--- src/hw/framer_pkg.sv ---
// Constants, field layouts and types shared by the slot framer files.
// Assumes one symbol clock and signed 16-bit I/Q samples.
package framer_pkg;

  localparam int SYM_W = 16;
  localparam int POS_W = 12;
  localparam int CU_W = 10;
  localparam int LFSR_W = 18;
  localparam int BUF_W = 2 * SYM_W + 3;

  // Slot layout in symbol periods
  localparam logic [POS_W-1:0] SLOT_LAST = 12'h87F;
  localparam logic [POS_W-1:0] PILOT_LEN = 12'h050;
  localparam logic [POS_W-1:0] PILOT2_START = 12'h440;
  localparam logic [POS_W-1:0] DATA2_START = 12'h490;

  // One over root two in Q1.14
  localparam logic [SYM_W-1:0] PILOT_AMP = 16'h2D41;

  // Last symbol index in a capacity unit, and last unit index in a slot
  localparam logic [CU_W-1:0] CU_LAST_QPSK = 10'h3EF;
  localparam logic [CU_W-1:0] CU_LAST_8PSK = 10'h29F;
  localparam logic [CU_W-1:0] CU_LAST_16APSK = 10'h1F7;
  localparam logic [1:0] CU_IDX_LAST_QPSK = 2'h1;
  localparam logic [1:0] CU_IDX_LAST_8PSK = 2'h2;
  localparam logic [1:0] CU_IDX_LAST_16APSK = 2'h3;

  // Gold generator
  localparam logic [LFSR_W-1:0] X_INIT = 18'h00001;
  localparam logic [LFSR_W-1:0] Y_INIT = 18'h3FFFF;
  localparam int X_TAP = 7;
  localparam int Y_TAP_A = 5;
  localparam int Y_TAP_B = 7;
  localparam int Y_TAP_C = 10;
  localparam logic [LFSR_W-1:0] X_AHEAD_MASK = 18'h08050;
  localparam logic [LFSR_W-1:0] Y_AHEAD_MASK = 18'h0FF60;

  // Register map, byte addresses
  localparam int ADR_W = 8;
  localparam logic [ADR_W-1:0] CTRL_ADR = 8'h00;
  localparam logic [ADR_W-1:0] STATUS_ADR = 8'h04;
  localparam logic [ADR_W-1:0] SLOTS_ADR = 8'h08;
  localparam int CTRL_EN_BIT = 0;
  localparam int CTRL_MOD_LSB = 1;
  localparam int CTRL_MOD_MSB = 2;

  typedef enum logic [1:0] {MOD_QPSK, MOD_8PSK, MOD_16APSK} modulation_t;

endpackage

--- src/hw/gold_chip_gen.sv ---
// Gold-code rotation generator for the slot scrambler.
// Assumes the caller steps it once per emitted symbol.
`timescale 1ns/100ps
module gold_chip_gen
  import framer_pkg::*;
(
  input wire logic clk_i,
  input wire logic rst_i,
  input wire logic restart_i,
  input wire logic step_i,
  output logic [1:0] rot_o
);

  typedef struct packed {
    logic [LFSR_W-1:0] x;
    logic [LFSR_W-1:0] y;
  } gen_state_t;

  gen_state_t st_r;
  gen_state_t st_nxt;
  logic gold_now;
  logic gold_ahead;

  always_comb begin
    st_nxt = st_r;
    if (restart_i) begin
      st_nxt.x = X_INIT;
      st_nxt.y = Y_INIT;
    end else if (step_i) begin
      st_nxt.x = {st_r.x[0] ^ st_r.x[X_TAP], st_r.x[LFSR_W-1:1]};
      st_nxt.y = {st_r.y[0] ^ st_r.y[Y_TAP_A] ^ st_r.y[Y_TAP_B] ^ st_r.y[Y_TAP_C], st_r.y[LFSR_W-1:1]};
    end
  end

  always_ff @(posedge clk_i) begin
    if (rst_i) begin
      st_r <= '{x: X_INIT, y: Y_INIT};
    end else begin
      st_r <= st_nxt;
    end
  end

  // Fixed tap masks jump both registers far ahead without a second pair
  assign gold_now = st_r.x[0] ^ st_r.y[0];
  assign gold_ahead = (^(st_r.x & X_AHEAD_MASK)) ^ (^(st_r.y & Y_AHEAD_MASK));
  assign rot_o = {gold_ahead, gold_now};
endmodule

--- src/hw/pair_buffer.sv ---
// Two-entry valid/ready buffer for the output stream.
// Assumes the sink may stall for any time; no word is dropped.
`timescale 1ns/100ps
module pair_buffer #(
  parameter int W = 35
) (
  input wire logic clk_i,
  input wire logic rst_i,
  input wire logic in_valid_i,
  output logic in_ready_o,
  input wire logic [W-1:0] in_data_i,
  output logic out_valid_o,
  input wire logic out_ready_i,
  output logic [W-1:0] out_data_o
);

  typedef struct packed {
    logic [1:0][W-1:0] mem;
    logic wp;
    logic rp;
    logic [1:0] cnt;
  } buf_state_t;

  buf_state_t st_r;
  buf_state_t st_nxt;
  logic push;
  logic pop;

  assign in_ready_o = (st_r.cnt != 2'h2);
  assign out_valid_o = (st_r.cnt != 2'h0);
  assign out_data_o = st_r.mem[st_r.rp];
  assign push = in_valid_i && in_ready_o;
  assign pop = out_valid_o && out_ready_i;

  always_comb begin
    st_nxt = st_r;
    if (push) begin
      st_nxt.mem[st_r.wp] = in_data_i;
      st_nxt.wp = ~st_r.wp;
    end
    if (pop) begin
      st_nxt.rp = ~st_r.rp;
    end
    st_nxt.cnt = st_r.cnt + {1'b0, push} - {1'b0, pop};
  end

  always_ff @(posedge clk_i) begin
    if (rst_i) begin
      st_r <= '0;
    end else begin
      st_r <= st_nxt;
    end
  end
endmodule

--- src/hw/slot_framer.sv ---
// Slot framer: pilot insertion, capacity unit placement and scrambling.
// Assumes a mapper feeding signed I/Q symbols, a shaping filter draining
// the output, clk_i running at the symbol rate, and a Wishbone master.
//
// Functional notes
// - Slots repeat back to back, each exactly 2176 symbol periods long.
// - A slot holds two to four capacity units of 2016 bits each.
// - Units per slot: QPSK two, 8PSK three, 16APSK four.
// - Two pilot fields per slot, each 80 symbols long.
// - Pilot symbols are unmodulated, I and Q both one over root two.
// - Order is pilot, 1008-symbol sub-slot, pilot, 1008-symbol sub-slot.
// - Every symbol, pilots too, is rotated by its complex chip before output.
// - Chip generator restarts at each slot's first symbol.
// - First register follows 1 + x^7 + x^18.
// - Second register follows taps at orders 5, 7, 10 and 18.
// - Restart loads first register with one at bit zero, second all ones.
// - Gold bit is the XOR of both sequence outputs.
// - Rotation index is twice the Gold bit 131072 ahead plus current bit.
// - Chip is a rotation by index times ninety degrees.
// - Index 0 gives (I,Q), 1 (-Q,I), 2 (-I,-Q), 3 (Q,-I).
//
// The register offsets and the Wishbone interface to the registers are this design's own decisions.
`timescale 1ns/100ps
module slot_framer
  import framer_pkg::*;
(
  input wire logic clk_i,
  input wire logic rst_i,
  // Wishbone slave
  input wire logic wb_cyc_i,
  input wire logic wb_stb_i,
  input wire logic wb_we_i,
  input wire logic [ADR_W-1:0] wb_adr_i,
  input wire logic [3:0] wb_sel_i,
  input wire logic [31:0] wb_dat_i,
  output logic [31:0] wb_dat_o,
  output logic wb_ack_o,
  // Mapped symbols in
  input wire logic sym_valid_i,
  output logic sym_ready_o,
  input wire logic [SYM_W-1:0] sym_i_i,
  input wire logic [SYM_W-1:0] sym_q_i,
  // Scrambled slot stream out
  output logic out_valid_o,
  input wire logic out_ready_i,
  output logic [SYM_W-1:0] out_i_o,
  output logic [SYM_W-1:0] out_q_o,
  output logic out_slot_first_o,
  output logic out_pilot_o,
  output logic out_cu_first_o
);

  ////////////////////////////////////////////////////////////////////////////
  // State

  typedef struct packed {
    logic [POS_W-1:0] pos;
    logic [CU_W-1:0] cu_sym;
    logic [1:0] cu_idx;
    modulation_t mode;
    logic enable;
    modulation_t mode_cfg;
    logic [15:0] slots;
    logic ack;
    logic [31:0] rdata;
  } framer_state_t;

  framer_state_t st_r;
  framer_state_t st_nxt;

  logic pilot;
  logic slot_last;
  logic cu_last;
  logic [CU_W-1:0] cu_len_last;
  logic [1:0] cu_idx_last;
  logic [SYM_W-1:0] src_i;
  logic [SYM_W-1:0] src_q;
  logic [SYM_W-1:0] scr_i;
  logic [SYM_W-1:0] scr_q;
  logic [1:0] rot;
  logic buf_ready;
  logic adv;
  logic gen_restart;
  logic wb_req;
  logic ctrl_wr;
  logic slots_clr;
  logic [BUF_W-1:0] buf_in;
  logic [BUF_W-1:0] buf_out;

  ////////////////////////////////////////////////////////////////////////////
  // Slot position decode

  // Pilot ahead of each sub-slot
  assign pilot = (st_r.pos < PILOT_LEN) ||
                 (st_r.pos >= PILOT2_START && st_r.pos < DATA2_START);
  assign slot_last = (st_r.pos == SLOT_LAST);

  always_comb begin
    unique case (st_r.mode)
      MOD_QPSK: begin
        cu_len_last = CU_LAST_QPSK;
        cu_idx_last = CU_IDX_LAST_QPSK;
      end
      MOD_8PSK: begin
        cu_len_last = CU_LAST_8PSK;
        cu_idx_last = CU_IDX_LAST_8PSK;
      end
      MOD_16APSK: begin
        cu_len_last = CU_LAST_16APSK;
        cu_idx_last = CU_IDX_LAST_16APSK;
      end
      default: begin
        cu_len_last = CU_LAST_QPSK;
        cu_idx_last = CU_IDX_LAST_QPSK;
      end
    endcase
  end

  assign cu_last = (st_r.cu_sym == cu_len_last);

  ////////////////////////////////////////////////////////////////////////////
  // Source select and scrambling

  // Mapper output taken as is; bit order is settled upstream
  assign src_i = pilot ? PILOT_AMP : sym_i_i;
  assign src_q = pilot ? PILOT_AMP : sym_q_i;

  // Full-scale negative input wraps on negation; keep mapper below it
  always_comb begin
    unique case (rot)
      2'h0: begin
        scr_i = src_i;
        scr_q = src_q;
      end
      2'h1: begin
        scr_i = -src_q;
        scr_q = src_i;
      end
      2'h2: begin
        scr_i = -src_i;
        scr_q = -src_q;
      end
      2'h3: begin
        scr_i = src_q;
        scr_q = -src_i;
      end
    endcase
  end

  // Pilots need no input, so they never wait on the mapper
  assign adv = st_r.enable && buf_ready && (pilot || sym_valid_i);
  assign sym_ready_o = st_r.enable && buf_ready && !pilot;
  assign gen_restart = !st_r.enable || (adv && slot_last);

  gold_chip_gen u_gold (
    .clk_i(clk_i),
    .rst_i(rst_i),
    .restart_i(gen_restart),
    .step_i(adv),
    .rot_o(rot)
  );

  assign buf_in = {scr_i, scr_q, (st_r.pos == '0), pilot,
                   (!pilot && st_r.cu_sym == '0)};

  pair_buffer #(
    .W(BUF_W)
  ) u_buf (
    .clk_i(clk_i),
    .rst_i(rst_i),
    .in_valid_i(adv),
    .in_ready_o(buf_ready),
    .in_data_i(buf_in),
    .out_valid_o(out_valid_o),
    .out_ready_i(out_ready_i),
    .out_data_o(buf_out)
  );

  assign out_i_o = buf_out[BUF_W-1 -: SYM_W];
  assign out_q_o = buf_out[SYM_W+2 -: SYM_W];
  assign out_slot_first_o = buf_out[2];
  assign out_pilot_o = buf_out[1];
  assign out_cu_first_o = buf_out[0];

  ////////////////////////////////////////////////////////////////////////////
  // Next state

  assign wb_req = wb_cyc_i && wb_stb_i && !st_r.ack;
  // Only byte lane 0 carries writable bits
  assign ctrl_wr = wb_req && wb_we_i && wb_sel_i[0] && (wb_adr_i == CTRL_ADR);
  assign slots_clr = wb_req && wb_we_i && wb_sel_i[0] && (wb_adr_i == SLOTS_ADR);

  always_comb begin
    st_nxt = st_r;
    if (!st_r.enable) begin
      st_nxt.pos = '0;
      st_nxt.cu_sym = '0;
      st_nxt.cu_idx = '0;
      st_nxt.mode = st_r.mode_cfg;
    end else if (adv) begin
      if (slot_last) begin
        st_nxt.pos = '0;
        st_nxt.cu_sym = '0;
        st_nxt.cu_idx = '0;
        // Mode changes only between slots
        st_nxt.mode = st_r.mode_cfg;
        st_nxt.slots = st_r.slots + 16'h0001;
      end else begin
        st_nxt.pos = st_r.pos + 12'h001;
      end
      if (!pilot && !slot_last) begin
        if (cu_last) begin
          st_nxt.cu_sym = '0;
          st_nxt.cu_idx = (st_r.cu_idx == cu_idx_last) ? 2'h0 : st_r.cu_idx + 2'h1;
        end else begin
          st_nxt.cu_sym = st_r.cu_sym + 10'h001;
        end
      end
    end
    // Wishbone: one wait state, ack drops the cycle after it rose
    st_nxt.ack = wb_req;
    st_nxt.rdata = '0;
    if (wb_req && !wb_we_i) begin
      unique case (wb_adr_i)
        CTRL_ADR: st_nxt.rdata = {29'h0, st_r.mode_cfg, st_r.enable};
        STATUS_ADR: st_nxt.rdata = {16'h0, st_r.cu_idx, st_r.mode, st_r.pos};
        SLOTS_ADR: st_nxt.rdata = {16'h0, st_r.slots};
        default: st_nxt.rdata = '0;
      endcase
    end
    if (ctrl_wr) begin
      st_nxt.enable = wb_dat_i[CTRL_EN_BIT];
      st_nxt.mode_cfg = (wb_dat_i[CTRL_MOD_MSB:CTRL_MOD_LSB] == 2'h3) ? MOD_QPSK
                        : modulation_t'(wb_dat_i[CTRL_MOD_MSB:CTRL_MOD_LSB]);
    end
    if (slots_clr) begin
      // Completion in the same cycle as a clear still counts
      st_nxt.slots = (adv && slot_last) ? 16'h0001 : 16'h0000;
    end
  end

  always_ff @(posedge clk_i) begin
    if (rst_i) begin
      st_r <= '{default: '0, mode: MOD_QPSK, mode_cfg: MOD_QPSK};
    end else begin
      st_r <= st_nxt;
    end
  end

  assign wb_ack_o = st_r.ack;
  assign wb_dat_o = st_r.rdata;
endmodule

--- config.mk ---
export PLATFORM = sky130hd
export DESIGN_NAME = slot_framer
export DESIGN_NICKNAME = d
export VERILOG_FILES = /design/src/hw/framer_pkg.sv /design/src/hw/gold_chip_gen.sv /design/src/hw/pair_buffer.sv /design/src/hw/slot_framer.sv
export SDC_FILE = /design/constraint.sdc
export NUM_CORES = 1
export LEC_CHECK = 0
export BUFFER_PORTS_ARGS = -buffer_cell sky130_fd_sc_hd__buf_2
export CAP_MARGIN = 20
export CORE_MARGIN = 10
export CORE_UTILIZATION = 35
export CTS_CLUSTER_DIAMETER = 100
export DETAILED_ROUTE_END_ITERATION = 8
export HOLD_SLACK_MARGIN = 0.06
export PLACE_DENSITY = 0.61
export SLEW_MARGIN = 20
export SYNTH_ARGS = -nofsm -noshare
export SYNTH_HDL_FRONTEND = slang
export SYNTH_HIERARCHICAL = 1
export SYNTH_SLANG_ARGS = --single-unit
--- constraint.sdc ---
create_clock -name clk_i -period 4.2 [get_ports clk_i]
set_input_delay 1.05 -clock clk_i [delete_from_list [all_inputs] [get_ports clk_i]]
set_output_delay 1.05 -clock clk_i [all_outputs]
set_load 0.01 [all_outputs]
==> impl_metrics.toml, run 1 <==
[worst_hold_path]
hold_class = "reg -> reg"
min_from = "u_gold/st_r[3]"
min_path_cells = 2

[synthesis]
synth_commonest_cells = "172 x dfxtp_1, 117 x nor2_1, 101 x o21ai_0, 82 x mux2i_1, 80 x nand2b_1"
yosysWarnings = 6
syn_avg_cell_area_sq_um = 8.394
synth_most_common_cell = "dfxtp_1"
ys_types = 77
synthesis.area_sq_um = 10060
synth_top_area_share_pct = 34.21
seq_area_frac_synth_pct = 34.21
synth_top_flop_cell = "dfxtp_1"
synth_edf_count = 0
netlist_instances = 1199
yosys.area.top_type = "dfxtp_1"
synth_area_leaders = "dfxtp_1 34%, mux2i_1 8.2%, o21ai_0 5.0%"
async_reset_ff_share_pct = 0
ys_ff_latch = 172

[cts]
cts.clk_slew.worst_paths_ps = 70
cts_sinks = 172
cts.htree.levels = 4
cts_hold_buf = 0
cts_resized = 0
cts_tree = "yes"
clkLatencyLatePin_ps = 440
clockBufferDepth = 2
cts_root_buf = "clkbuf_16"
cts_buffers = 17
post_cts.repair.setup_buffers = 0

[floorplan]
io_pins = 153
dieArea_sq_um = 35940
start_util_pct = 35.26
placementRows = 62
die-height_microns = 189.6
core-area_sq_um = 28550
die_w_microns = 189.6

[pwr]
cellPowerDensity_nw_per_um2 = 301.8
total_power_w = 0.003406
p_leak_nw = 4.159
irDropWorstVdd_mv = 0.2514

[sta]
fin_skew_ps = 15.67
finalWorstSetupSlack_ps = 396.3
min_period_ps = 3804
fmax_mhz = 262.9
rsz0062_at_grt = "false"
setup_viol = 0
hold_viol_final = 0
worstMarginPinSlew_ps = 865.5
drv_slew = 0
finalCritPeriodShare_pct = 90.56
totalNegativeSetupSlack_ps = 0
relSlewSlack_pct = 42.23

[outcome]
outcome = "complete, no violations"

[setup_path]
startpoint = "st_r[73]"
slowest_delay_ps = 510
crit_end = "u_buf/st_r[17]"
cp_cell_sequence = "nor2_1, o21a_1, nor2_4, inv_2, nor2_1, ha_1, nand3_1, or3_1, mux2i_1, o21ai_0, a22o_1, nand2b_1, o21ai_0"
rr_worst_depth = 13
rr_endpoint = "u_buf/st_r[17]"
cp.arrival_ps = 4100
cp-end-kind = "register"
cp_max_fo = 15
required_ps = 4500
cp_slowest_cell = "dfxtp_1"
r2r_slack_ps = 400
criticalPathCategory = "reg -> reg"
reg2reg_from = "st_r[73]"
cp-start-kind = "register"

[placement]
dp_hpwl_mm = 19.60
place_congestion = 0.8943
io_buffers = 104
place_ws_ps = 526.7
dp.cells = 1601

[grt]
antenna_found_initial = 8
grt_usage_pct = 15.13
grt_max_degree = 106
grt_pass1_vias = 8238
overflow = 0
grt_pass1_wl_mm = 44.43

[layout]
nNetsFinal = 1330
drive_above_1_share_pct = 17.93
area_growth_pct = 12.13
fill_cells = 2947
fin_cells = 1640

[drt]
ant_nets = 0
wirelength_mm = 27.50
first_pass_iters = 5
drc = 0
avgViaCountPerCell = 5.201
dr_total_vias = 8529
wl_per_cell_microns = 16.77
drt-initial-drc-count = 581

[run]
max_cap_viol_count = 0
## cell families (layout without fill, tap and decap cells)
group,after synthesis,after routing,share of synthesized area [%]
muxes,124,124,12.85
other,1,23,0.03726
AOI/OAI and AO/OA,253,253,15.79
xor gates and xnor gates,53,53,5.022
adders and majority gates,11,11,1.367
and+or+nand+nor,442,442,23.43
DFF,172,172,34.21
buffers and inverters,143,178,7.285
## registers in the layout, indices dropped and copies added, names as in the netlist
name,flops
st_r,45
u_buf/st_r,74
u_gold/st_r,36
wb_ack_o,1
wb_dat_o,16
## worst max-delay path, delay by kind of cell (launching register included)
family | cells | cell delay [ps]
AOI/OAI and AO/OA | 4 | 770
and+or+nand+nor | 6 | 1540
DFF | 1 | 510
adders and majority gates | 1 | 340
buffers and inverters | 1 | 220
muxes | 1 | 280
## cell type report
type                       count  area (sq um)  share of cell area, %
sequential                   172          3443                  30.51
antenna                        7         17.52                 0.1552
inverter                      25         96.34                 0.8537
clock buffer                  18         439.2                  3.891
multi-input combinational    899          5979                  52.98
tap                          384         480.5                  4.257
timing repair buffer         121         648.1                  5.743
clock inverter                14         181.4                  1.608
## power by group
part           leakage (nW)  internal, W  total, W  switching, W
logic                  2.47    0.0000439  0.000121     0.0000770
clock network         0.299     0.000920   0.00165      0.000734
registers              1.39      0.00163   0.00163   0.000000550
total                  4.16      0.00259   0.00341      0.000811
## per-layer routing
layer / track usage (%) / wire length (microns)
met1: 19.38 / 12280
met4: 5.922 / 555
met5: 0 / 13
met3: 3.808 / 1748
met2: 23.96 / 12900
## through the flow
stage               cell area [sq um]  hold slack, ps  utilization (%)
floorplan                       10120           436.8                -
global placement                10650           458.2            37.30
detailed placement              10650           458.8            37.30
CTS                             11270           478.2            39.47
global route                    11280           493.5            39.51
finish                          11290           472.7            39.53
## how the worst min path moves through the flow
| stage | to | slack, ps |
|---|---|---|
| CTS | u_buf/st_r[57] | 480 |
| detailed placement | u_buf/st_r[60] | 460 |
| global placement | u_buf/st_r[70] | 460 |
| floorplan | u_gold/st_r[16] | 440 |
| finish | u_gold/st_r[3] | 470 |
| global route | u_buf/st_r[59] | 490 |
## layout by cell type, fill, tap and decap left out, drive strengths merged, types with 5 or more instances in the layout
master  instances
mux2i          82
a22oi          14
and3            9
buf           121
nor2b          42
xor2           12
nand2          76
o21ai         107
conb           16
a22o            5
a211oi          5
a221oi         10
nor2          118
nor3b           6
ha             11
nand2b         80
nand4          11
a21oi          50
nor4           19
dfxtp         172
a21o           10
nor3           23
nand3          25
mux2           42
clkbuf         18
o211ai          6
o21a            8
inv            30
clkinv          5
or3            10
xnor2          38
diode           7
o32ai           5
No activity file was read; power rests on OpenSTA's default activity.
==> run 2: changes to the inputs <==
--- a/config.mk
+++ b/config.mk
@@ -12,6 +12,7 @@
 export CTS_CLUSTER_DIAMETER = 100
 export DETAILED_ROUTE_END_ITERATION = 8
 export HOLD_SLACK_MARGIN = 0.06
+export MAX_ROUTING_LAYER = met4
 export PLACE_DENSITY = 0.61
 export SLEW_MARGIN = 20
 export SYNTH_ARGS = -nofsm -noshare
==> run 2 against run 1 <==
Against the previous run: maximum frequency is essentially flat; clock power is essentially flat; worst setup slack gained 2.0 ps; clock skew shrank 1.5 ps; first-iteration DRC count grew 7.7%; sequential share of layout area is essentially flat; critical path depth is the same; total power is essentially flat; clock-buffer cell count is the same; via count shrank 0.12%; hold slack is essentially flat; combinational power is essentially flat.
==> impl_metrics.toml, run 2 (same netlist as run 1, synthesis figures left out) <==
[setup_path]
cp-end-kind = "register"
criticalPathCategory = "reg -> reg"
cp_cell_sequence = "nor4bb_1, o21a_1, nor2_4, inv_2, nor2_1, ha_1, nand3_1, or3_1, mux2i_1, o21ai_0, a22o_1, nand2b_1, o21ai_0"
slowest_delay_ps = 510
cp-start-kind = "register"
cp_slowest_cell = "dfxtp_1"
required_ps = 4500
cp_max_fo = 15
cp.arrival_ps = 4110
cpMostUsedCell = "o21ai_0"

[pwr]
irDropWorstVdd_mv = 0.2515
cellPowerDensity_nw_per_um2 = 301.7
pwr-share-comb_pct = 3.6
power_switching_w = 0.0008113
p_leak_nw = 4.159
p_int_w = 0.002594
total_power_w = 0.003405
sequentialPowerShare_pct = 47.9
pwr-share-clk_pct = 48.6
p_sw_share_pct = 23.82

[cts]
cts_hold_buf = 0
cts_sinks = 172
clockBufferDepth = 2
cts_root_buf = "clkbuf_16"
cts.htree.levels = 4
cts_buffers = 17
post_cts.repair.setup_buffers = 0
cts.clk_slew.worst_paths_ps = 70
clkLatencyLatePin_ps = 440
cts_tree = "yes"
cts_resized = 0

[layout]
largestRegisters = "u_buf/st_r: 74 flops, st_r: 45 flops, u_gold/st_r: 36 flops"
largest_reg_flops = 74
fin_cells = 1641
seqCellArea_sq_um = 3443
area_growth_pct = 12.16
multi_input_area_sq_um = 5979
fill_cells = 2949
layout_commonest_cell = "dfxtp_1"
drive_above_1_share_pct = 17.93
mostFrequentLayoutCells = "172 x dfxtp_1, 117 x nor2_1, 104 x buf_2, 101 x o21ai_0, 82 x mux2i_1"
top_register = "u_buf/st_r"
nNetsFinal = 1330

[drt]
dr_total_vias = 8519
first_pass_iters = 5
wirelength_mm = 27.70
wl_per_cell_microns = 16.88
drc = 0
ant_nets = 0
avgViaCountPerCell = 5.191
drt-initial-drc-count = 626

[worst_hold_path]
hold_class = "reg -> reg"

[floorplan]
placementRows = 62
core-area_sq_um = 28550
start_util_pct = 35.26
io_pins = 153
die_w_microns = 189.6
die-height_microns = 189.6
dieArea_sq_um = 35940

[outcome]
outcome = "complete, no violations"

[grt]
antenna_found_initial = 7
grt_pass1_vias = 8217
overflow = 0
grt_max_degree = 106
grt_pass1_wl_mm = 44.45
grt_usage_pct = 15.59

[placement]
dp_hpwl_mm = 19.60
place_congestion = 0.9094
dp.cells = 1601
io_buffers = 104
place_ws_ps = 526.7

[run]
max_cap_viol_count = 0

[sta]
totalNegativeSetupSlack_ps = 0
fmax_mhz = 263.0
finalWorstSetupSlack_ps = 398.3
finalCritPeriodShare_pct = 90.52
fin_skew_ps = 14.13
setup_viol = 0
drv_slew = 0
rsz0062_at_grt = "false"
worstMarginPinSlew_ps = 865.8
hold_viol_final = 0
min_period_ps = 3802
fin_hold_ws_ps = 472.7
relSlewSlack_pct = 42.28
==> run 2: changes by cell type in the layout (fill, tap and decap cells not counted), sizes merged <==
cell / delta
diode: +1
==> run 2: per-layer routing <==
| layer | GRT usage [%] | wire, microns | up-vias |
|---|---|---|---|
| li1 | - | - | 4233 |
| met1 | 19.44 | 12470 | 4031 |
| met2 | 24.10 | 12900 | 227 |
| met3 | 3.772 | 1724 | 28 |
| met4 | 5.708 | 594 | 0 |
| met5 | - | 0 | - |
==> run 2: final cells by class <==
| class | count | share of cell area [%] |
|---|---|---|
| inverters | 25 | 0.8535 |
| clock inverters | 14 | 1.607 |
| diodes | 8 | 0.1773 |
| multi-input cells | 899 | 52.97 |
| well taps | 384 | 4.256 |
| clock buffers | 18 | 3.890 |
| flip-flops and latches | 172 | 30.50 |
| repair buffers | 121 | 5.742 |
==> run 2: worst paths after layout <==
kind | endpoint | from | depth (start not counted) | slack (ps)
max | u_buf/st_r[17] | st_r[70] | 13 | 400
min | u_gold/st_r[3] | u_gold/st_r[3] | 2 | 470
max reg2reg | u_buf/st_r[17] | st_r[70] | 13 | 400
min reg2reg | u_gold/st_r[3] | u_gold/st_r[3] | 2 | 470
==> run 2: critical path: cells and delay by family (launching register included) <==
family / cells / cell delay (ps)
adder cells (fa/ha/maj): 1 / 350
flip-flops: 1 / 510
AO/OA/AOI/OAI: 4 / 760
buffers and inverters: 1 / 220
multiplexers: 1 / 270
AND/OR/NAND/NOR: 6 / 1560
==> run 2: power by group through the flow <==
| stage | Sequential, W | Combinational (W) | Clock [W] |
|---|---|---|---|
| 2_1_floorplan | 0.00167 | 0.0000774 | 0 |
| 3_3_place_gp | 0.00167 | 0.000117 | 0 |
| 3_5_place_dp | 0.00167 | 0.000119 | 0 |
| 4_1_cts | 0.00163 | 0.000119 | 0.00170 |
| 5_1_grt | 0.00163 | 0.000133 | 0.00176 |
| 6_report | 0.00163 | 0.000121 | 0.00165 |
==> run 2: per-stage QoR <==
stage / area, sq um / util, %
3_5_place_dp: 10650 / 37.30
3_3_place_gp: 10650 / 37.30
6_report: 11290 / 39.54
4_1_cts: 11270 / 39.47
2_1_floorplan: 10120 / -
5_1_grt: 11290 / 39.53
